==> src/include/sbo_regs.vh <==
/*
 bus options register constants: offsets, field positions, reset values.
 assumes inclusion by the block's design files only.
*/
`ifndef SBO_REGS_VH
`define SBO_REGS_VH

`define SBO_ADDR_W 8
`define SBO_OFS_OPTIONS 8'h00
`define SBO_OFS_STATUS 8'h04
`define SBO_OFS_CHECK 8'h08
`define SBO_BIT_IRMC 31
`define SBO_BIT_CMC 30
`define SBO_BIT_ISC 29
`define SBO_BIT_BMC 28
`define SBO_BIT_PMC 27
`define SBO_ACC_HI 23
`define SBO_ACC_LO 16
`define SBO_REC_HI 15
`define SBO_REC_LO 12
`define SBO_GEN_HI 7
`define SBO_GEN_LO 6
`define SBO_SPD_HI 2
`define SBO_SPD_LO 0
`define SBO_WMASK 32'hF8FF_F0C0
`define SBO_LINK_SPEED 3'h2
`define SBO_REC_RESET 4'hA
`define SBO_REC_MIN 4'h8
`define SBO_CAP_RESET 5'h00
`define SBO_ACC_RESET 8'h00
`define SBO_GEN_RESET 2'h0
`define SBO_LEN_W 16

`endif

==> src/core/sbo_bus_options.v <==
/*
 bus options register bank with status and receive size check.
 assumes a same-clock register master, one-cycle strobes, and that
 global_hw_reset_n comes from the pin and is synchronised here.
*/
// The address map and the strobed register port were decided locally.
// Summary of operation
// [RULE1] four writable capability flags at bits 31..28 reset to zero.
// [RULE2] bit 27 is a writable power-management flag resetting to zero.
// [RULE3] bits 26..24, 11..8 and 5..3 always read as zero.
// [RULE4] bits 23..16 hold the writable clock accuracy, reset zero.
// [RULE5] bits 15..12 hold the max request code; limit is 2^(code+1), at least 512.
// [RULE6] only global reset loads the code with A; soft reset keeps it.
// [RULE7] a block write longer than the limit may be answered with a type error.
// [RULE8] software keeps the fields valid while link_enable_ctl is one.
// [RULE9] bits 7..6 are a writable generation counter bumped at a bus reset after a rom change.
// [RULE10] bits 2..0 always read 010.
// [RULE11] writes to reserved and read-only bits are ignored.
`timescale 1ns/1ps
`default_nettype none
`include "sbo_regs.vh"

module sbo_bus_options #(
    parameter LEN_W = `SBO_LEN_W
) (
    // clock and resets
    input wire sys_clk_in,
    input wire nrst_in,
    input wire global_hw_reset_n_in,
    // register port
    input wire [`SBO_ADDR_W-1:0] addr_in,
    input wire [31:0] wdata_in,
    input wire wr_in,
    input wire rd_in,
    output reg [31:0] rdata_out,
    // link side
    input wire link_enable_ctl_in,
    input wire rom_changed_in,
    input wire bus_reset_in,
    input wire rx_write_valid_in,
    input wire [LEN_W-1:0] rx_write_len_in,
    output reg rx_type_error_out,
    output wire [31:0] bus_options_out
);
    reg ghr_meta;
    reg ghr_sync;
    reg ghr_seen;
    reg [4:0] caps;
    reg [7:0] accuracy;
    reg [3:0] max_rec;
    reg size_check_en;
    reg invalid_rec_seen;
    wire [1:0] gen;
    wire gen_dirty;
    wire too_long;
    wire [31:0] options;
    wire opt_wr;
    wire rec_invalid;

    // global reset arrives from a pin, so two flops first
    always @(posedge sys_clk_in) begin
        ghr_meta <= global_hw_reset_n_in;
        ghr_sync <= ghr_meta;
    end

    assign opt_wr = wr_in && (addr_in == `SBO_OFS_OPTIONS);

    // soft reset (nrst_in) deliberately skips max_rec
    always @(posedge sys_clk_in) begin
        if (!ghr_sync) begin
            max_rec <= `SBO_REC_RESET; // [RULE6]
            ghr_seen <= 1'b1;
        end else begin
            if (opt_wr && nrst_in) begin
                max_rec <= wdata_in[`SBO_REC_HI:`SBO_REC_LO]; // [RULE5]
            end
            if (wr_in && nrst_in && addr_in == `SBO_OFS_STATUS && wdata_in[0]) begin
                ghr_seen <= 1'b0;
            end
        end
    end

    always @(posedge sys_clk_in) begin
        if (!nrst_in || !ghr_sync) begin
            caps <= `SBO_CAP_RESET; // [RULE1] [RULE2]
            accuracy <= `SBO_ACC_RESET; // [RULE4]
            size_check_en <= 1'b0;
        end else begin
            if (opt_wr) begin
                caps <= wdata_in[`SBO_BIT_IRMC:`SBO_BIT_PMC]; // [RULE1] [RULE2]
                accuracy <= wdata_in[`SBO_ACC_HI:`SBO_ACC_LO]; // [RULE4]
            end
            if (wr_in && addr_in == `SBO_OFS_CHECK) begin
                size_check_en <= wdata_in[0];
            end
        end
    end

    sbo_gen_counter u_gen (
        .sys_clk_in(sys_clk_in),
        .nrst_in(nrst_in && ghr_sync),
        .wr_in(opt_wr),
        .wdata_in(wdata_in[`SBO_GEN_HI:`SBO_GEN_LO]),
        .rom_changed_in(rom_changed_in),
        .bus_reset_in(bus_reset_in),
        .gen_out(gen),
        .dirty_out(gen_dirty)
    );

    // reserved bits are constant zero, speed constant
    assign options = {caps, 3'b000, accuracy, max_rec, 4'b0000,
                      gen, 3'b000, `SBO_LINK_SPEED}; // [RULE3] [RULE10] [RULE11]
    assign bus_options_out = options;

    // codes below 8 break the 512-byte floor
    assign rec_invalid = (max_rec < `SBO_REC_MIN); // [RULE5]

    // a bad code seen while the link runs flags a host fault
    always @(posedge sys_clk_in) begin
        if (!nrst_in || !ghr_sync) begin
            invalid_rec_seen <= 1'b0;
        end else if (link_enable_ctl_in && rec_invalid) begin
            invalid_rec_seen <= 1'b1; // [RULE8]
        end else if (wr_in && addr_in == `SBO_OFS_STATUS && wdata_in[1]) begin
            invalid_rec_seen <= 1'b0;
        end
    end

    sbo_size_check #(
        .LEN_W(LEN_W)
    ) u_size (
        .max_rec_in(max_rec),
        .len_in(rx_write_len_in),
        .too_long_out(too_long)
    );

    always @(posedge sys_clk_in) begin
        if (!nrst_in || !ghr_sync) begin
            rx_type_error_out <= 1'b0;
        end else begin
            rx_type_error_out <= rx_write_valid_in && size_check_en && too_long; // [RULE7]
        end
    end

    always @(posedge sys_clk_in) begin
        if (!nrst_in) begin
            rdata_out <= 32'h0000_0000;
        end else if (rd_in) begin
            case (addr_in)
                `SBO_OFS_OPTIONS: rdata_out <= options;
                `SBO_OFS_STATUS: rdata_out <= {27'h000_0000, link_enable_ctl_in,
                                               gen_dirty, rec_invalid,
                                               invalid_rec_seen, ghr_seen};
                `SBO_OFS_CHECK: rdata_out <= {31'h0000_0000, size_check_en};
                default: rdata_out <= 32'h0000_0000;
            endcase
        end else begin
            rdata_out <= 32'h0000_0000;
        end
    end
endmodule
`default_nettype wire

==> src/core/sbo_size_check.v <==
/*
 compares a received block write length against the byte limit
 implied by the maximum request code.
 assumes a length and a code that are stable in the same cycle.
*/
`timescale 1ns/1ps
`default_nettype none
`include "sbo_regs.vh"

module sbo_size_check #(
    parameter LEN_W = `SBO_LEN_W
) (
    // inputs
    input wire [3:0] max_rec_in,
    input wire [LEN_W-1:0] len_in,
    // outputs
    output wire too_long_out
);
    wire [4:0] pow;
    wire [LEN_W+15:0] limit;

    // limit = 2^(code+1) bytes; pow and limit are wide enough that code 15 gives 2^16 without wrapping
    assign pow = {1'b0, max_rec_in} + 5'h01;
    assign limit = {{(LEN_W+15){1'b0}}, 1'b1} << pow; // [RULE5]
    assign too_long_out = ({16'h0000, len_in} > limit); // [RULE7]
endmodule
`default_nettype wire

==> src/core/sbo_gen_counter.v <==
/*
 two-bit generation counter: host may write it, hardware bumps it
 at a bus reset when the configuration rom changed since the last one.
 assumes single-cycle pulses on the system clock.
*/
`timescale 1ns/1ps
`default_nettype none
`include "sbo_regs.vh"

module sbo_gen_counter (
    // clock and reset
    input wire sys_clk_in,
    input wire nrst_in,
    // control
    input wire wr_in,
    input wire [1:0] wdata_in,
    input wire rom_changed_in,
    input wire bus_reset_in,
    // state
    output reg [1:0] gen_out,
    output reg dirty_out
);
    always @(posedge sys_clk_in) begin
        if (!nrst_in) begin
            gen_out <= `SBO_GEN_RESET;
            dirty_out <= 1'b0;
        end else begin
            if (wr_in) begin
                gen_out <= wdata_in;
            end else if (bus_reset_in && (dirty_out || rom_changed_in)) begin
                gen_out <= gen_out + 2'h1; // [RULE9]
            end
            // a change in the reset cycle itself bumps this reset, then clears
            if (bus_reset_in) begin
                dirty_out <= 1'b0;
            end else if (rom_changed_in) begin
                dirty_out <= 1'b1;
            end
        end
    end
endmodule
`default_nettype wire

==> config.mk <==
export PLATFORM = sky130hd
export DESIGN_NAME = sbo_bus_options
export DESIGN_NICKNAME = d
export VERILOG_FILES = /design/src/core/sbo_bus_options.v /design/src/core/sbo_size_check.v /design/src/core/sbo_gen_counter.v
export VERILOG_INCLUDE_DIRS = /design/src /design/src/include
export SDC_FILE = /design/constraint.sdc
export NUM_CORES = 1
export LEC_CHECK = 0
export ABC_AREA = 1
export BUFFER_PORTS_ARGS = -buffer_cell sky130_fd_sc_hd__buf_4
export CAP_MARGIN = 5
export CORE_MARGIN = 1.5
export CORE_UTILIZATION = 40
export DETAILED_ROUTE_END_ITERATION = 10
export PLACE_DENSITY_LB_ADDON = 0.15
export SKIP_CTS_REPAIR_TIMING = 1
export SYNTH_ARGS = -nofsm -noshare
export SYNTH_HDL_FRONTEND = slang
export SYNTH_SLANG_ARGS = --single-unit
export TNS_END_PERCENT = 100
==> constraint.sdc <==
create_clock -name sys_clk_in -period 1.8 [get_ports sys_clk_in]
set_input_delay 0.36 -clock sys_clk_in [delete_from_list [all_inputs] [get_ports sys_clk_in]]
set_output_delay 0.36 -clock sys_clk_in [all_outputs]
set_load 0.02 [all_outputs]
==> impl_metrics.yaml, run 1 <==
status:
  outcome: "completed"
layout:
  n_antenna_cell: 0
  final_cell_mix: "104 x buf_4, 63 x nand2_1, 49 x dfxtp_1, 31 x inv_1"
  areaGrowthSynthToFinish_pct: 36.75
  stdcell_count: 482
  final_nets: 491
  utilization: 0.5745
  nFillCells: 565
  layout.cells.most_common: "buf_4"
  drive_above_1_share: 0.3098
timing:
  slew_viol_final: 0
  relSlewSlack: 0.5809
  fin_crit_sh: 0.9233
  finalSetupViolCount: 0
  period_minus_slack_ns: 1.662
  skew_ns: 0.005799
  max_freq_mhz: 601.7
  tightest_slew_ns: 0.6280
  fin_ws_ns: 0.1380
  hold_violations: 0
clock_network:
  path_clk_slew_ns: 0.08
  cts_sinks: 50
  cts_root_buffer: "clkbuf_8"
  cts_buffers: 5
  insertion_delay_ns: 0.29
  max-clock-path-buffers: 2
  h-tree-depth: 2
  cts_tree: "done"
floorplan:
  coreArea_sq_um: 5608
  initial_core_util: 0.4201
  die-area_sq_um: 6359
  die_y_um: 79.75
  die_x_um: 79.75
  ios: 130
  row_count: 27
detailed_routing:
  wire_per_inst_um: 11.48
  dr_total_vias: 2219
  wirelength_mm: 5.531
  avgViaCountPerCell: 4.604
  detail-route-antenna-nets: 0
  drtIter0Drc: 85
  first_pass_iters: 4
  drcViolationCount: 0
logic_synthesis:
  ys_seq_elements: 50
  synth_seq_area_share: 0.4249
  ys_types: 20
  synthTopCellsByArea: "dfxtp_1 42%, nand2_1 10%, ha_1 8.5%, buf_4 6.7%, inv_1 5.4%"
  syn_inst: 311
  netlist_area_sq_um: 2356
  synth_top_area_frac: 0.4249
  synth_warnings: 0
  syn_area_per_cell_sq_um: 7.576
  yosysTopAreaCell: "dfxtp_1"
worst_setup_path:
  crit_path_max_fanout: 11
  path_class: "flip-flop to flip-flop"
  crit_path_end_kind: "flip-flop"
  cp_data_arrival_time_ns: 1.85
  start_kind: "flip-flop"
  crit_required_ns: 1.99
placed_design:
  port-buffer-count: 97
  place_hpwl_mm: 4.375
  dp_cells: 475
  place.gp.congestion: 0.8055
  pre_cts_slack_ns: 0.06019
grt:
  grt_pass1_vias: 2122
  grt_pass1_wl_mm: 8.769
  antenna_found_initial: 0
  grt_use_total: 0.1754
  grt_max_degree: 31
  overflow: 0
job:
  drv_cap: 0
power_and_ir_drop:
  leakage_nw: 1.526
  total_power_mw: 2.140
  power.density_nw_per_um2: 664.3
  ir_drop_uv: 403.1
min_path:
  holdCritPathClass: "primary input to flip-flop"
==> path summary, 6_finish.rpt <==
check | from | end | slack [ns] | depth (start not counted)
worst max-delay path | max_rec[3] | rx_type_error_out | 0.14 | 8
worst min-delay path | global_hw_reset_n_in | ghr_meta | 0.16 | 1
worst min register to register | ghr_meta | ghr_sync | 0.34 | 0
worst max register to register | max_rec[3] | rx_type_error_out | 0.14 | 8
==> kinds of logic (layout without fill, tap and decap cells) <==
logic type | Yosys count | count (layout) | synth area share
other | 2 | 22 | 0.003188
and+or+nand+nor | 136 | 136 | 0.2538
adders and majority gates | 16 | 16 | 0.08497
DFF | 50 | 50 | 0.4249
AOI/OAI and AO/OA | 41 | 41 | 0.08816
buffers and inverters | 66 | 145 | 0.1450
==> cells in the mapped netlist, drive strengths merged <==
master  number
buf         28
nand2       64
clkbuf       4
ha          16
nand4        4
nor2        32
nor3b        2
o21ai       16
nand3       13
a21oi       24
a21o         1
conb         2
dfxtp       50
nor3        21
inv         34
==> worst max-delay path, stage by stage (launching register included) <==
cell,delay [ns]
dfxtp_1,0.35
inv_1,0.29
nand2_1,0.11
ha_1,0.31
nand2_1,0.09
nor2_2,0.14
nand4_1,0.10
o21ai_1,0.12
a21oi_1,0.05
==> layout make-up <==
class / instances / area [sq um] / share of cell area
inverters: 34 / 127.6 / 0.03961
clock inverters: 1 / 30.03 / 0.009320
multi-input cells: 215 / 1109 / 0.3441
clock buffers: 6 / 82.58 / 0.02563
well taps: 72 / 90.09 / 0.02796
flip-flops and latches: 50 / 1002 / 0.3111
repair buffers: 104 / 780.7 / 0.2423
==> power breakdown <==
group / internal [mW] / switching [mW] / total (mW) / leakage [nW]
clock: 0.445 / 0.348 / 0.793 / 0.0573
combinational: 0.111 / 0.123 / 0.234 / 1.06
sequential: 1.11 / 0.00405 / 1.11 / 0.404
total: 1.67 / 0.475 / 2.14 / 1.53
==> layer usage <==
| metal | vias to the layer above | share of wire | track usage |
|---|---|---|---|
| met5 | - | 0 | 0 |
| met4 | 0 | 0.016 | 0.06552 |
| met3 | 8 | 0.076 | 0.03886 |
| met2 | 88 | 0.49 | 0.3136 |
| met1 | 976 | 0.42 | 0.2034 |
| li1 | 1147 | - | - |
==> through the flow <==
stage / area (sq um) / TNS [ns] / hold WS (ns)
final: 3222 / 0 / 0.1615
after global routing: 3222 / -0.02834 / 0.1445
after CTS: 3201 / 0 / 0.1485
after detailed placement: 3088 / 0 / 0.3185
after global placement: 3088 / 0 / 0.3125
after floorplan: 2431 / 0 / 0.3096
==> state kept, by name, summed over array words and instances (netlist names), 2 cells and up <==
| name | count |
|---|---|
| accuracy | 8 |
| max_rec | 4 |
| u_gen.gen_out | 2 |
| rdata_out | 24 |
| caps | 5 |
No activity file was read; power rests on OpenSTA's default activity.
==> run 2, diff against run 1 <==
--- a/config.mk
+++ b/config.mk
@@ -7,14 +7,14 @@
 export NUM_CORES = 1
 export LEC_CHECK = 0
 export ABC_AREA = 1
-export BUFFER_PORTS_ARGS = -buffer_cell sky130_fd_sc_hd__buf_4
 export CAP_MARGIN = 5
 export CORE_MARGIN = 1.5
-export CORE_UTILIZATION = 40
+export CORE_UTILIZATION = 56
 export DETAILED_ROUTE_END_ITERATION = 10
+export DONT_BUFFER_PORTS = 1
 export PLACE_DENSITY_LB_ADDON = 0.15
 export SKIP_CTS_REPAIR_TIMING = 1
 export SYNTH_ARGS = -nofsm -noshare
 export SYNTH_HDL_FRONTEND = slang
 export SYNTH_SLANG_ARGS = --single-unit
-export TNS_END_PERCENT = 100
+export TNS_END_PERCENT = 20
==> run 2 against run 1 <==
Net effect: critical path depth is 3 higher; first-iteration DRC count is 35% higher; hold slack worse by 0.084 ns; power is 3.6% lower; clock power is 2.9% higher; largest cell class unchanged.
==> impl_metrics.yaml, run 2 (same netlist as run 1, synthesis figures left out) <==
detailed_routing:
  detail-route-antenna-nets: 0
  wirelength_mm: 4.647
  wirelength_met1_mm: 1.996
  first_pass_iters: 4
  dr_total_vias: 1854
  wl_met2_mm: 2.253
  drcViolationCount: 0
  avgViaCountPerCell: 5.066
  met3WireLength_um: 369
  highest_layer: "met4"
  wire_per_inst_um: 12.70
  drtIter0Drc: 115
worst_setup_path:
  start_kind: "flip-flop"
  worstPathCellList: "inv_1 -> nand2_1 -> nor2_1 -> nand2_1 -> ha_1 -> nand2_1 -> nand2_1 -> nand2_1 -> nand2_1 -> a21oi_1 -> a21oi_1"
  path_class: "flip-flop to flip-flop"
  slowest_delay_ns: 0.33
  crit_required_ns: 2.00
  cp_data_arrival_time_ns: 1.87
  path_delay_family: "simple AND/OR/NAND/NOR gates"
  r2r_setup_slack_ns: 0.13
  regToRegStartpoint: "max_rec[1]"
  path_common_cell: "nand2_1"
  cp_slowest_cell: "dfxtp_1"
  rr_worst_depth: 11
  r2r_end: "rx_type_error_out"
  cp_num_buf_inv: 1
  crit_path_end_kind: "flip-flop"
  crit_path_max_fanout: 4
floorplan:
  die_y_um: 67.86
  row_count: 23
  coreArea_sq_um: 4029
  die_x_um: 67.86
  initial_core_util: 0.5848
  die-area_sq_um: 4605
  ios: 130
placed_design:
  pre_cts_slack_ns: 0.1123
  place.gp.congestion: 0.8161
  place_hpwl_mm: 3.569
  postPlaceCellArea_sq_um: 2347
  port-buffer-count: 0
timing:
  finalSetupViolCount: 0
  relSlewSlack: 0.5724
  skew_ns: 0.002519
  hold_violations: 0
  fin_ws_ns: 0.1314
  fin_crit_sh: 0.9270
  max_freq_mhz: 599.3
  period_minus_slack_ns: 1.669
  slew_viol_final: 0
  tightest_slew_ns: 0.6406
status:
  outcome: "completed"
layout:
  final_nets: 396
  multiInputGateArea_sq_um: 1096
  layout.cells.most_common: "nand2_1"
  n_antenna_cell: 0
  regArea_sq_um: 1002
  largest_reg_flops: 24
  fin_area_sq_um: 2474
  top_regs: "rdata_out x24, accuracy x8, caps x5"
  areaGrowthSynthToFinish_pct: 4.992
  regMostFlops: "rdata_out"
  nFillCells: 395
  drive_above_1_share: 0.08544
  final_cell_mix: "63 x nand2_1, 49 x dfxtp_1, 33 x inv_1, 27 x nor2_1, 24 x a21oi_1"
clock_network:
  insertion_delay_ns: 0.30
  h-tree-depth: 2
  path_clk_slew_ns: 0.09
  cts_tree: "done"
  cts_sinks: 50
  cts_root_buffer: "clkbuf_8"
  max-clock-path-buffers: 2
  cts_buffers: 5
power_and_ir_drop:
  leakage_nw: 1.046
  power.density_nw_per_um2: 834.3
  ir_drop_uv: 474.9
grt:
  antenna_found_initial: 0
  overflow: 0
  grt_max_degree: 31
  grt_pass1_wl_mm: 7.182
  grt_use_total: 0.2072
  grt_pass1_vias: 1645
min_path:
  hold_path_end: "ghr_meta"
  whs_path_depth: 0
  min_from: "global_hw_reset_n_in"
  holdCritPathClass: "primary input to flip-flop"
job:
  drv_cap: 0
-- run 2: cell count changes in the layout (fill, tap and decap cells not counted), sizes merged --
| cell | change |
|---|---|
| buf | -95 |
| clkbuf | -1 |
| clkinvlp | +1 |
| inv | +1 |
-- run 2: metal layers --
metal	global-route usage	vias to the layer above
met5	0	-
met4	0.06750	0
met3	0.08059	2
met2	0.3419	66
met1	0.2479	830
li1	-	956
-- run 2: metrics by stage --
stage                     power [mW]    util  hold slack, ns   TNS (ns)  instances
final                          2.064  0.6140         0.07794          0        366
after global routing           2.150  0.6140         0.05363  -0.007622        366
after CTS                      2.092  0.6118         0.06487          0        366
after detailed placement       1.272  0.5826          0.3146          0        358
after global placement         1.269  0.5826          0.3132          0        358
after floorplan                1.289       -          0.3096          0        331
-- run 2: cell type report --
type                    count  area share
inverters                  34     0.05159
clock buffers               5     0.02782
clock inverters             3     0.01973
multi-input cells         215      0.4431
flip-flops and latches     50      0.4052
repair buffers              9     0.02731
well taps                  50     0.02529
-- run 2: worst max-delay path by stage --
stage,startpoint,end,slack (ns),cells after the start
6_report,max_rec[1],rx_type_error_out,0.13,11
5_1_grt,max_rec[1],rx_type_error_out,-0.008,11
3_5_place_dp,max_rec[0],rx_type_error_out,0.11,10
3_3_place_gp,max_rec[0],rx_type_error_out,0.15,10
2_1_floorplan,max_rec[3],rx_type_error_out,0.01,10
4_1_cts,max_rec[0],rx_type_error_out,0.1,10
-- run 2: worst register-to-register path: stages, from the launching register on --
cell and delay, ns:
dfxtp_1 0.33, inv_1 0.12, nand2_1 0.10, nor2_1 0.18
nand2_1 0.08, ha_1 0.29, nand2_1 0.07, nand2_1 0.04
nand2_1 0.06, nand2_1 0.05, a21oi_1 0.16, a21oi_1 0.08
-- run 2: report_power, final --
group          internal (mW)  switching, mW  leakage [nW]
registers               1.11        0.00608         0.404
clock network          0.424          0.393        0.0563
logic                 0.0369         0.0948         0.585
==> run 3, diff against run 2 <==
--- a/config.mk
+++ b/config.mk
@@ -9,7 +9,7 @@
 export ABC_AREA = 1
 export CAP_MARGIN = 5
 export CORE_MARGIN = 1.5
-export CORE_UTILIZATION = 56
+export CORE_UTILIZATION = 41
 export DETAILED_ROUTE_END_ITERATION = 10
 export DONT_BUFFER_PORTS = 1
 export PLACE_DENSITY_LB_ADDON = 0.15
==> run 3 against run 2 <==
Net effect: power grew 0.18%; clock power increased by 0.7%; sequential cell count unchanged; first-iteration DRC count decreased by 46%; clock skew rose by 0.0018 ns; die area increased by 35%; setup slack better by 0.057 ns; non-clock buffer count increased by 2; sequential share of layout area fell by 0.66 points; combinational power barely moved; cell area up 1.9%; critical path type unchanged; largest power group unchanged; highest routed layer unchanged.
==> impl_metrics.yaml, run 3 (same netlist as run 1, synthesis figures left out) <==
status:
  outcome: "completed"
floorplan:
  ios: 130
  die_y_um: 78.81
  initial_core_util: 0.4252
  row_count: 27
  die_x_um: 78.81
  coreArea_sq_um: 5540
  die-area_sq_um: 6210
timing:
  tightest_slew_ns: 0.6650
  rsz0062_at_grt: "no"
  hold_violations: 0
  fin_ws_ns: 0.1886
  hold_slack_ns: 0.07595
  setup_tns_ns: 0
  finalSetupViolCount: 0
  skew_ns: 0.004295
  fin_crit_sh: 0.8952
  max_freq_mhz: 620.6
  period_minus_slack_ns: 1.611
  slew_viol_final: 0
  relSlewSlack: 0.5562
min_path:
  min_from: "global_hw_reset_n_in"
  holdCritPathClass: "primary input to flip-flop"
layout:
  top_regs: "rdata_out x24, accuracy x8, caps x5"
  drive_above_1_share: 0.09434
  areaGrowthSynthToFinish_pct: 7.010
  final_nets: 398
  nFillCells: 569
  regMostFlops: "rdata_out"
  stdcell_count: 390
  n_antenna_cell: 0
  final_cell_mix: "63 x nand2_1, 49 x dfxtp_1, 32 x inv_1, 28 x nor2_1, 24 x a21oi_1"
  largest_reg_flops: 24
  layout.cells.most_common: "nand2_1"
  fin_area_sq_um: 2521
  utilization: 0.4551
grt:
  grt_use_total: 0.1633
  grtUsageMet3: 0.04713
  overflow: 0
  grt_max_degree: 30
  gr-usage-met1: 0.2101
  grt-busiest-layer: "met2"
  antenna_found_initial: 0
  grt_pass1_wl_mm: 7.907
  grt_pass1_vias: 1690
  grt.met2_usage: 0.2595
placed_design:
  port-buffer-count: 0
  postPlaceCellArea_sq_um: 2390
  place_hpwl_mm: 3.894
  dp_cells: 382
  place.gp.congestion: 0.7912
  pre_cts_slack_ns: 0.04372
clock_network:
  max-clock-path-buffers: 2
  cts_sinks: 50
  cts_root_buffer: "clkbuf_8"
  h-tree-depth: 2
  insertion_delay_ns: 0.30
  cts_buffers: 5
  path_clk_slew_ns: 0.10
  cts_tree: "done"
power_and_ir_drop:
  switching_power_mw: 0.4996
  ir_drop_uv: 400.9
  p_clk_frac: 0.398
  power.density_nw_per_um2: 820.0
  p_seq_frac: 0.539
  p_comb_frac: 0.063
  total_power_mw: 2.067
  p_sw_frac: 0.2417
  leakage_nw: 1.054
  p_int_mw: 1.568
worst_setup_path:
  path_common_cell: "nand2_1"
  critPathLaunch: "max_rec[0]"
  worstPathCellList: "buf_4 -> nand2_1 -> nor2_1 -> nand2_1 -> ha_1 -> nand2_1 -> nor2_1 -> nand4_1 -> o21ai_1 -> a21oi_1"
  cp_data_arrival_time_ns: 1.82
  crit_required_ns: 2.00
  crit_path_end_kind: "flip-flop"
  crit_path_max_fanout: 4
  r2r_setup_slack_ns: 0.19
  slowest_delay_ns: 0.35
  regToRegStartpoint: "max_rec[0]"
  path_class: "flip-flop to flip-flop"
  start_kind: "flip-flop"
  cp_slowest_cell: "dfxtp_1"
detailed_routing:
  avgViaCountPerCell: 4.726
  detail-route-antenna-nets: 0
  drtIter0Drc: 62
  wirelength_mm: 4.992
  dr_total_vias: 1843
  wire_per_inst_um: 12.80
  first_pass_iters: 6
  drcViolationCount: 0
job:
  drv_cap: 0
## run 3: cell count changes in the layout (fill, tap and decap cells not counted), sizes merged
| cell | delta |
|---|---|
| buf | +2 |
## run 3: power groups by stage
stage,registers [mW],clock network (mW),logic (mW)
2_1_floorplan,1.14,0,0.149
3_3_place_gp,1.14,0,0.128
3_5_place_dp,1.14,0,0.130
4_1_cts,1.12,0.853,0.130
5_1_grt,1.12,0.899,0.152
6_report,1.11,0.822,0.131
## run 3: per-layer routing
metal | vias up | wire, um
li1 | 961 | -
met1 | 800 | 2184
met2 | 75 | 2323
met3 | 7 | 407
met4 | 0 | 76
met5 | - | 0
## run 3: final cells by class
cell class	count	area, sq um	share of cell area
tap	72	90.09	0.03573
sequential	50	1005	0.3985
multi-input combinational	215	1099	0.4357
inverter	34	127.6	0.05062
clock inverter	3	48.80	0.01935
clock buffer	5	68.82	0.02730
timing repair buffer	11	82.58	0.03275
## run 3: worst paths after layout
path                                     endpoint  cells past startpoint
worst max-delay path            rx_type_error_out                     10
worst min-delay path                     ghr_meta                      0
worst max register to register  rx_type_error_out                     10
worst min register to register           ghr_sync                      0
## run 3: critical path, delay by kind of cell (launching register included)
kind / cells / cell delay [ns]
AOI/OAI and AO/OA: 2 / 0.20
and+or+nand+nor: 6 / 0.56
buffers and inverters: 1 / 0.13
adders and majority gates: 1 / 0.27
DFF: 1 / 0.35
